### config.mk
export PLATFORM = sky130hd
export DESIGN_NAME = bcg_unit
export DESIGN_NICKNAME = d
export VERILOG_FILES = /design/src/bcg_det.v /design/src/bcg_unit.v
export VERILOG_INCLUDE_DIRS = /design/src /design/src/src
export SDC_FILE = /design/constraint.sdc
export NUM_CORES = 1
export LEC_CHECK = 0
export BUFFER_PORTS_ARGS = -buffer_cell sky130_fd_sc_hd__buf_2
export CORE_UTILIZATION = 45
export CTS_CLUSTER_SIZE = 28
export DETAILED_ROUTE_END_ITERATION = 12
export PLACE_DENSITY = 0.71
export RECOVER_POWER = 25
export REMOVE_ABC_BUFFERS = 1
export SLEW_MARGIN = 30
export SYNTH_ARGS = -nofsm -noshare
export SYNTH_HDL_FRONTEND = slang
export SYNTH_SLANG_ARGS = --single-unit
### constraint.sdc
create_clock -name clk_in -period 23.5 [get_ports clk_in]
set_input_delay 1.175 -clock clk_in [delete_from_list [all_inputs] [get_ports clk_in]]
set_output_delay 1.175 -clock clk_in [all_outputs]
set_load 0.02 [all_outputs]
### src/bcg_defs.vh
`ifndef BCG_DEFS_VH
`define BCG_DEFS_VH
// ----------------------------------------------------------------
// sizes and source codes
// ----------------------------------------------------------------
`define BCG_NUM_SRC 12
`define BCG_NUM_BASE 12
`define BCG_NUM_FRACTIONAL_DIVIDER 7
`define BCG_NUM_CH 19
`define BCG_SRC_RING 4'h0
`define BCG_SRC_XTAL 4'h1
`define BCG_SRC_PLL0 4'h2
`define BCG_SRC_PLL1 4'h3
`define BCG_SRC_PLL2 4'h4
`define BCG_SRC_FDIV0 4'h5
`define BCG_SRC_LAST 4'hb
// channel numbers: 0..11 base clocks, 12..18 divider inputs
`define BCG_CH_SAFE 5'h00
`define BCG_CH_SYS 5'h01
`define BCG_CH_CTRL 5'h02
`define BCG_CH_RSVD 5'h0a
`define BCG_CH_FDIV0 5'h0c
`define BCG_CH_LAST 5'h12
// ----------------------------------------------------------------
// register map (byte addresses) and fields
// ----------------------------------------------------------------
`define BCG_ADDR_PLL 8'h50
`define BCG_ADDR_STAT 8'h54
`define BCG_ADDR_EVT 8'h58
`define BCG_SEL_MSB 3
`define BCG_SEL_LSB 0
`define BCG_EN_BIT 8
`define BCG_PLL_PD_BIT 0
`define BCG_PLL_DIR_BIT 1
`define BCG_PLL_PSEL_MSB 3
`define BCG_PLL_PSEL_LSB 2
`define BCG_PLL_TRI_BIT 4
`define BCG_PLL_SRC_MSB 11
`define BCG_PLL_SRC_LSB 8
`define BCG_STAT_LOCK_BIT 16
`define BCG_EVT_FALL_LSB 16
`define BCG_EN_RST 19'h7fbff
// ----------------------------------------------------------------
// timing
// ----------------------------------------------------------------
`define BCG_DET_TIMEOUT 6'h20
`define BCG_STUCK_CYC 6'h20
`define BCG_CLK_PERIOD_NS 5
`define BCG_PLL_LOCK_NS 50000
`define BCG_ST_RUN 2'h0
`define BCG_ST_WAIT 2'h1
`define BCG_ST_HOLD 2'h2
`endif

### src/bcg_det.v
`include "bcg_defs.vh"

// ----------------------------------------------------------------
// activity detector for one clock source
// ----------------------------------------------------------------
module bcg_det (
  // clock and reset
  input wire clk_in,
  input wire rst_in,
  // sampled source level
  input wire src_in,
  // presence and change events
  output wire active_out,
  output wire rise_out,
  output wire fall_out
);
  reg prev_q;
  reg act_q;
  reg rise_q;
  reg fall_q;
  reg [5:0] cnt_q;
  reg act_d;
  wire edge_w = src_in & ~prev_q;

  // any rising edge marks present, a full timeout without one marks absent
  always @* begin
    act_d = act_q;
    if (edge_w) begin
      act_d = 1'b1;
    end else if (cnt_q == `BCG_DET_TIMEOUT - 6'h01) begin
      act_d = 1'b0;
    end
  end

  // counter starts saturated so every source reads absent out of reset
  always @(posedge clk_in or posedge rst_in) begin
    if (rst_in) begin
      prev_q <= 1'b1; // a source stuck high must not look like an edge
      act_q <= 1'b0;
      cnt_q <= `BCG_DET_TIMEOUT;
      rise_q <= 1'b0;
      fall_q <= 1'b0;
    end else begin
      prev_q <= src_in;
      act_q <= act_d;
      if (edge_w) begin
        cnt_q <= 6'h00;
      end else if (cnt_q != `BCG_DET_TIMEOUT) begin
        cnt_q <= cnt_q + 6'h01;
      end
      rise_q <= act_d & ~act_q;
      fall_q <= ~act_d & act_q;
    end
  end

  assign active_out = act_q;
  assign rise_out = rise_q;
  assign fall_out = fall_q;
endmodule

### src/bcg_unit.v
`include "bcg_defs.vh"

module bcg_unit #(
  parameter PLL_LOCK_CYCLES = `BCG_PLL_LOCK_NS / `BCG_CLK_PERIOD_NS,
  parameter LOCK_W = 16,
  parameter FB_DIV = 8'h04
) (
  // slow control clock and reset
  input wire clk_in,
  input wire rst_in,
  // register port
  input wire [7:0] addr_in,
  input wire [31:0] wdata_in,
  input wire wr_in,
  input wire rd_in,
  output wire [31:0] rdata_out,
  // primary sources
  input wire ring_osc_in,
  input wire xtal_osc_in,
  // pll analog section
  input wire pll_cco_in,
  input wire [1:0] pll_phase_in,
  output wire pll_ref_clk_out,
  output wire pll_powerdown_out,
  output wire pll_fb_clk_out,
  output wire pll_lock_out,
  // fractional dividers
  input wire [6:0] fractional_divider_clk_in,
  output wire [6:0] fractional_divider_src_clk_out,
  // base clocks
  output wire [11:0] base_clk_out
);
  // ----------------------------------------------------------------
  // registers
  // ----------------------------------------------------------------
  reg [3:0] sel_q [0:18];
  reg [18:0] en_q;
  reg pd_q;
  reg dir_q;
  reg [1:0] psel_q;
  reg tri_q;
  reg [3:0] pll_src_q;
  reg [27:0] evt_q;
  reg [31:0] rdata_q;
  reg relock_q;
  // pll state
  reg cco_prev_q;
  reg [3:0] div_cnt_q;
  reg [LOCK_W-1:0] lock_cnt_q;
  reg lock_q;
  reg pll_out_q;
  reg pll_prev_q;
  reg [7:0] fb_cnt_q;
  reg fb_q;
  reg [1:0] ph_q;
  reg ref_q;
  integer i;

  wire [11:0] pres_w;
  wire [11:0] rise_w;
  wire [11:0] fall_w;
  wire [18:0] ch_out_w;
  wire [5:0] widx_w = addr_in[7:2];
  wire ch_hit_w = (widx_w <= {1'b0, `BCG_CH_LAST}) && (addr_in[1:0] == 2'h0);
  wire [3:0] wsel_w = wdata_in[`BCG_SEL_MSB:`BCG_SEL_LSB];
  wire [3:0] wpll_w = wdata_in[`BCG_PLL_SRC_MSB:`BCG_PLL_SRC_LSB];
  // power-down as it stands after this edge, so lock drops on the same edge
  // instead of trailing the power-down bit by one cycle
  wire pll_wr_w = wr_in && (addr_in == `BCG_ADDR_PLL);
  wire pd_d_w = pll_wr_w ? wdata_in[`BCG_PLL_PD_BIT] : pd_q;

  // source vector in code order: ring, crystal, pll output and its two phases, dividers
  wire [11:0] src_w = {fractional_divider_clk_in, ph_q, pll_out_q, xtal_osc_in, ring_osc_in};

  // ----------------------------------------------------------------
  // select legality
  // ----------------------------------------------------------------
  // a code must exist, be present, and suit the channel it is written to
  function legal;
    input [4:0] ch;
    input [3:0] code;
    input [11:0] pres;
    begin
      if (code > `BCG_SRC_LAST) begin
        legal = 1'b0;
      end else if (!pres[code]) begin
        legal = 1'b0;
      end else if (ch == `BCG_CH_SAFE || ch == `BCG_CH_CTRL) begin
        legal = (code == `BCG_SRC_RING);
      end else if (ch == `BCG_CH_RSVD) begin
        legal = 1'b0;
      end else if (ch >= `BCG_CH_FDIV0) begin
        legal = (code <= `BCG_SRC_PLL2);
      end else begin
        legal = 1'b1;
      end
    end
  endfunction

  // ----------------------------------------------------------------
  // activity detectors, one per source
  // ----------------------------------------------------------------
  genvar s;
  generate
    for (s = 0; s < `BCG_NUM_SRC; s = s + 1) begin : g_det
      bcg_det u_det (
        .clk_in(clk_in),
        .rst_in(rst_in),
        .src_in(src_w[s]),
        .active_out(pres_w[s]),
        .rise_out(rise_w[s]),
        .fall_out(fall_w[s])
      );
    end
  endgenerate

  // ----------------------------------------------------------------
  // register writes
  // ----------------------------------------------------------------
  // enable fields land on every channel but the reserved one, select fields only when legal
  always @(posedge clk_in or posedge rst_in) begin
    if (rst_in) begin
      for (i = 0; i < `BCG_NUM_CH; i = i + 1) begin
        sel_q[i] <= `BCG_SRC_RING;
      end
      en_q <= `BCG_EN_RST;
      pd_q <= 1'b0;
      dir_q <= 1'b0;
      psel_q <= 2'h0;
      tri_q <= 1'b0;
      pll_src_q <= `BCG_SRC_RING;
      relock_q <= 1'b0;
    end else begin
      relock_q <= 1'b0;
      if (wr_in && ch_hit_w && widx_w[4:0] != `BCG_CH_RSVD) begin
        en_q[widx_w[4:0]] <= wdata_in[`BCG_EN_BIT];
        if (legal(widx_w[4:0], wsel_w, pres_w)) begin
          sel_q[widx_w[4:0]] <= wsel_w;
        end
      end
      if (wr_in && addr_in == `BCG_ADDR_PLL) begin
        pd_q <= wdata_in[`BCG_PLL_PD_BIT];
        dir_q <= wdata_in[`BCG_PLL_DIR_BIT];
        psel_q <= wdata_in[`BCG_PLL_PSEL_MSB:`BCG_PLL_PSEL_LSB];
        tri_q <= wdata_in[`BCG_PLL_TRI_BIT];
        // only the oscillators may feed the pll; others leave it unchanged
        if ((wpll_w == `BCG_SRC_XTAL || wpll_w == `BCG_SRC_RING) && pres_w[wpll_w]) begin
          pll_src_q <= wpll_w;
          relock_q <= (wpll_w != pll_src_q);
        end
      end
    end
  end

  // ----------------------------------------------------------------
  // event flags
  // ----------------------------------------------------------------
  // write one to clear; a new event in the same cycle wins over the clear
  always @(posedge clk_in or posedge rst_in) begin
    if (rst_in) begin
      evt_q <= 28'h0000000;
    end else begin
      if (wr_in && addr_in == `BCG_ADDR_EVT) begin
        evt_q <= (evt_q & ~wdata_in[27:0]) | {fall_w, 4'h0, rise_w};
      end else begin
        evt_q <= evt_q | {fall_w, 4'h0, rise_w};
      end
    end
  end

  // ----------------------------------------------------------------
  // register reads
  // ----------------------------------------------------------------
  // data stands for exactly one cycle after the strobe, zero otherwise
  always @(posedge clk_in or posedge rst_in) begin
    if (rst_in) begin
      rdata_q <= 32'h00000000;
    end else if (!rd_in) begin
      rdata_q <= 32'h00000000;
    end else if (ch_hit_w) begin
      rdata_q <= {23'h000000, en_q[widx_w[4:0]], 4'h0, sel_q[widx_w[4:0]]};
    end else if (addr_in == `BCG_ADDR_PLL) begin
      rdata_q <= {20'h00000, pll_src_q, 3'h0, tri_q, psel_q, dir_q, pd_q};
    end else if (addr_in == `BCG_ADDR_STAT) begin
      rdata_q <= {15'h0000, lock_q, 4'h0, pres_w};
    end else if (addr_in == `BCG_ADDR_EVT) begin
      rdata_q <= {4'h0, evt_q};
    end else begin
      rdata_q <= 32'h00000000;
    end
  end

  // ----------------------------------------------------------------
  // pll model: reference, lock, post divider, feedback, phases
  // ----------------------------------------------------------------
  // lock is a simple timer; a real loop would report it from the analog side
  always @(posedge clk_in or posedge rst_in) begin
    if (rst_in) begin
      lock_cnt_q <= {LOCK_W{1'b0}};
      lock_q <= 1'b0;
      ref_q <= 1'b0;
    end else begin
      ref_q <= src_w[pll_src_q];
      // counting restarts only once power-down has really cleared
      if (pd_q || pd_d_w || relock_q || !pres_w[pll_src_q]) begin
        lock_cnt_q <= {LOCK_W{1'b0}};
        lock_q <= 1'b0;
      end else if (lock_cnt_q == PLL_LOCK_CYCLES[LOCK_W-1:0] - 1'b1) begin
        lock_q <= 1'b1;
      end else begin
        lock_cnt_q <= lock_cnt_q + 1'b1;
      end
    end
  end

  // post divider counts oscillator edges; bit n gives divide by 2^(n+1)
  always @(posedge clk_in or posedge rst_in) begin
    if (rst_in) begin
      cco_prev_q <= 1'b0;
      div_cnt_q <= 4'h0;
      pll_out_q <= 1'b0;
      ph_q <= 2'h0;
    end else begin
      cco_prev_q <= pll_cco_in;
      if (pd_q) begin
        div_cnt_q <= 4'h0;
      end else if (pll_cco_in && !cco_prev_q) begin
        div_cnt_q <= div_cnt_q + 4'h1;
      end
      // output stays low while unlocked or powered down
      pll_out_q <= lock_q & ~pd_q & (dir_q ? pll_cco_in : div_cnt_q[psel_q]);
      ph_q <= {2{lock_q & tri_q & ~pd_q}} & pll_phase_in;
    end
  end

  // feedback divider forms the comparison clock from the pll output
  always @(posedge clk_in or posedge rst_in) begin
    if (rst_in) begin
      pll_prev_q <= 1'b0;
      fb_cnt_q <= 8'h00;
      fb_q <= 1'b0;
    end else begin
      pll_prev_q <= pll_out_q;
      if (pd_q) begin
        fb_cnt_q <= 8'h00;
      end else if (pll_out_q && !pll_prev_q) begin
        fb_cnt_q <= (fb_cnt_q >= FB_DIV - 8'h01) ? 8'h00 : fb_cnt_q + 8'h01;
      end
      fb_q <= (fb_cnt_q < {1'b0, FB_DIV[7:1]}) & ~pd_q;
    end
  end

  // ----------------------------------------------------------------
  // glitch-free selectors: 12 base outputs then 7 divider inputs
  // ----------------------------------------------------------------
  genvar g;
  generate
    for (g = 0; g < `BCG_NUM_CH; g = g + 1) begin : g_ch
      reg [1:0] st_q;
      reg [3:0] cur_q;
      reg [5:0] tmr_q;
      reg out_q;
      // the old clock is let fall before the new one is taken; an absent
      // source already selected keeps feeding, only its status bit and its event report it
      always @(posedge clk_in or posedge rst_in) begin
        if (rst_in) begin
          st_q <= `BCG_ST_RUN;
          cur_q <= `BCG_SRC_RING;
          tmr_q <= 6'h00;
          out_q <= 1'b0;
        end else begin
          case (st_q)
            `BCG_ST_RUN: begin
              out_q <= src_w[cur_q] & en_q[g];
              tmr_q <= 6'h00;
              if (sel_q[g] != cur_q) begin
                st_q <= `BCG_ST_WAIT;
              end
            end
            `BCG_ST_WAIT: begin
              tmr_q <= tmr_q + 6'h01;
              if (!out_q || tmr_q == `BCG_STUCK_CYC - 6'h01) begin
                out_q <= 1'b0;
                st_q <= `BCG_ST_HOLD;
              end else begin
                out_q <= src_w[cur_q] & en_q[g];
              end
            end
            `BCG_ST_HOLD: begin
              // one low cycle for the handover, then the new source
              out_q <= 1'b0;
              cur_q <= sel_q[g];
              st_q <= `BCG_ST_RUN;
            end
            default: begin
              st_q <= `BCG_ST_RUN;
              out_q <= 1'b0;
            end
          endcase
        end
      end
      assign ch_out_w[g] = out_q;
    end
  endgenerate

  // ----------------------------------------------------------------
  // outputs, all from flip-flops
  // ----------------------------------------------------------------
  assign base_clk_out = ch_out_w[11:0];
  assign fractional_divider_src_clk_out = ch_out_w[18:12];
  assign rdata_out = rdata_q;
  assign pll_ref_clk_out = ref_q;
  assign pll_powerdown_out = pd_q;
  assign pll_fb_clk_out = fb_q;
  assign pll_lock_out = lock_q;
endmodule
==> flow_summary.ini <==
[die]
die_y_um = 251
dieArea_um2 = 62800
die_width_um = 251
initial_core_util = 0.458
row_count = 90
coreArea_um2 = 60700
num_io_pins = 111

[setup_path]
crit_family = buffers and inverters
path_class = in2async
critPathMaxStageDelay_ns = 2.79
endpoint_kind = async pin
crit_arrival_ns = 6.13
required_ns = 24.31
cpMaxStageDelayCell = clkinvlp_2
crit_top_cell = buf_4
critPathLaunchType = input pin
path_cells = clkbuf_1 -> clkinvlp_2 -> buf_4 -> buf_4 -> buf_12
critical_path_buf_inv_count = 5
path_max_fanout = 114

[synthesis]
syn_avg_cell_area_um2 = 11.4
syn_area_um2 = 27800
synth.ff_latch_count = 564
synth_cells = 2432
yosysWarningCount = 0
synth_seq_area_share = 0.510
synth_ff_type = dfrtp_1
synthArstFlopShare = 1.00
netlist-cell-type-count = 66
synth-edff-count = 0

[timing]
setup_viol = 0
hold_viol = 0
skew_ns = 0.0231
slew_headroom = -2.41
slew_violations = 328
max_freq_mhz = 188
holdWs_ns = 0.425
rsz0062_at_grt = no
tightest_slew_ns = 5.09
period_needed_ns = 5.32
setup_tns_ns = 0
period_share = 0.226

[final_layout]
fin_util = 0.507
syn_to_final_growth_pct = 10.7
design_area_um2 = 30800
final_cell_mix = 522 x dfrtp_1, 219 x nand2_1, 161 x mux2_2
layout_commonest_cell = dfrtp_1
final_layout_size_suffix_gt1_frac = 0.209
fin_nets = 2569

[pwr]
switching_share = 0.274
power.clock.fraction = 0.399
p_per_area_nw_per_um2 = 77.5
p_leak_nw = 14.5
power.internal_mw = 1.73
vdd_drop_max_uv = 52.3
p_sw_uw = 652
combPwrFrac = 0.119
seqPwrFrac = 0.482

[routing]
drt-total-wl_mm = 64.0
final_antenna_net_count = 0
drc = 0
first_iter_violations = 1585
wl_per_cell_um = 19.4
num_vias = 19100
drt_pass1_iterations = 5
viasPerCell = 5.78

[grt]
antenna_found_initial = 1
grt_max_degree = 115
grt_use_total = 0.206
grt_overflow = 0
grt_pass1_wl_mm = 103
grt_pass1_vias = 19300

[outcome]
violations = max-capacitance violations, max-slew violations
status = finished with violations

[place]
place_area_um2 = 28800
place_congestion = 0.848
portBuffers = 102
hpwl_mm = 42.4

[clocking]
worstSkewPairLatency_ns = 0.63
clockBufferDepth = 3
post_cts_buffers = 0
cts_resized = 0
cts.sinks = 564
cts_hold_buffers = 0
numCtsBuffers = 57
htree_levels = 2
cts_tree = yes
cts_root_buf = clkbuf_16
path_clk_slew_ns = 0.06

[job]
maxCapViolations = 10

[min_path]
hold_class = reg2reg
power groups by stage:
stage / Clock (mW) / Sequential (mW) / Combinational (mW)
2_1_floorplan: 0 / 1.14 / 0.211
5_1_grt: 1.00 / 1.16 / 0.318
4_1_cts: 0.968 / 1.15 / 0.286
3_3_place_gp: 0 / 1.16 / 0.270
6_report: 0.951 / 1.15 / 0.284
3_5_place_dp: 0 / 1.16 / 0.284
logic make-up after synthesis:
group                      Yosys count  share of synthesized area
and+or+nand+nor                    832                      0.156
DFF                                564                      0.510
AOI/OAI and AO/OA                  331                     0.0772
muxes                              305                      0.156
buffers and inverters              196                     0.0304
xor gates and xnor gates           156                     0.0492
adders and majority gates           47                     0.0211
other                                1                   0.000135
cell type report:
cell class,instances,area (um2)
sequential,564,14200
tap,782,978
multi-input combinational,1675,12800
antenna,1,2.50
inverter,52,196
clock buffer,76,1670
clock inverter,32,323
fill,5116,29900
timing repair buffer,117,633
cell usage after synthesis, types with 15 or more instances:
cell type  instances  area share
nor3_1            45      0.0081
inv_1             52      0.0070
nand2b_1          56       0.013
dfrtp_1          522        0.47
buf_2             18      0.0032
nand4_1           19      0.0043
nor2b_1           62       0.014
and2_1            49       0.011
nor4_1            15      0.0034
dfstp_2           42       0.040
and4b_1           16      0.0058
a22o_1            29      0.0091
xnor2_1           34       0.011
a21o_1            38       0.010
nor2_1           160       0.022
xor2_1           122       0.038
or3_1             17      0.0038
mux4_2            86       0.070
buf_4             23      0.0062
nand3b_1          23      0.0062
and3_1            17      0.0038
mux2i_1           58       0.021
nand2_1          219       0.030
a21oi_1           47      0.0085
clkbuf_1         101       0.014
nand3_1           75       0.014
o21ai_0          130       0.023
o41ai_1           15      0.0047
nand4b_1          20      0.0063
ha_1              46       0.021
mux2_2           161       0.065
flip-flops by register name, summed over array words and instances (netlist names), 2 cells and up:
| name | count |
|---|---|
| rdata_out | 28 |
| g_det.u_det.active_out | 12 |
| g_det.u_det.prev_q | 12 |
| g_det.u_det.fall_out | 12 |
| g_ch.cur_q | 76 |
| lock_cnt_q | 16 |
| ph_q | 2 |
| g_det.u_det.cnt_q | 72 |
| pll_src_q | 4 |
| g_det.u_det.rise_out | 12 |
| g_ch.st_q | 38 |
| evt_q | 28 |
| fb_cnt_q | 8 |
| g_ch.tmr_q | 114 |
| sel_q | 76 |
| div_cnt_q | 4 |
| psel_q | 2 |
| g_ch.out_q | 19 |
| en_q | 19 |
metal layers:
layer,share of wire,track usage
met1,0.44,0.283
met2,0.47,0.335
met3,0.061,0.0324
met4,0.028,0.0664
met5,0,0
path summary, 6_finish.rpt:
path                                               start                 endpoint  slack [ns]  cells after the start
worst max-delay path                              rst_in            g_ch[4].out_q       18.18                      5
worst min-delay path            g_det[10].u_det.fall_out                evt_q[26]        0.43                      1
worst max register to register                 pll_out_q  g_det[2].u_det.cnt_q[2]       20.68                      6
worst min register to register  g_det[10].u_det.fall_out                evt_q[26]        0.43                      1
max in group clk_in                           addr_in[2]                sel_q[55]       20.21                      7
min in group asynchronous                         rst_in           pll_fb_clk_out        2.08                      2
through the flow:
| step | cells | setup WS [ns] | power (mW) |
|---|---|---|---|
| after detailed placement | 3190 | 19.61 | 1.45 |
| final | 3299 | 18.18 | 2.38 |
| after global routing | 3298 | 17.14 | 2.48 |
| after global placement | 3189 | 19.70 | 1.43 |
| after CTS | 3298 | 20.26 | 2.40 |
| after floorplan | 2291 | 6.62 | 1.35 |
(Power assumes the default switching activity.)
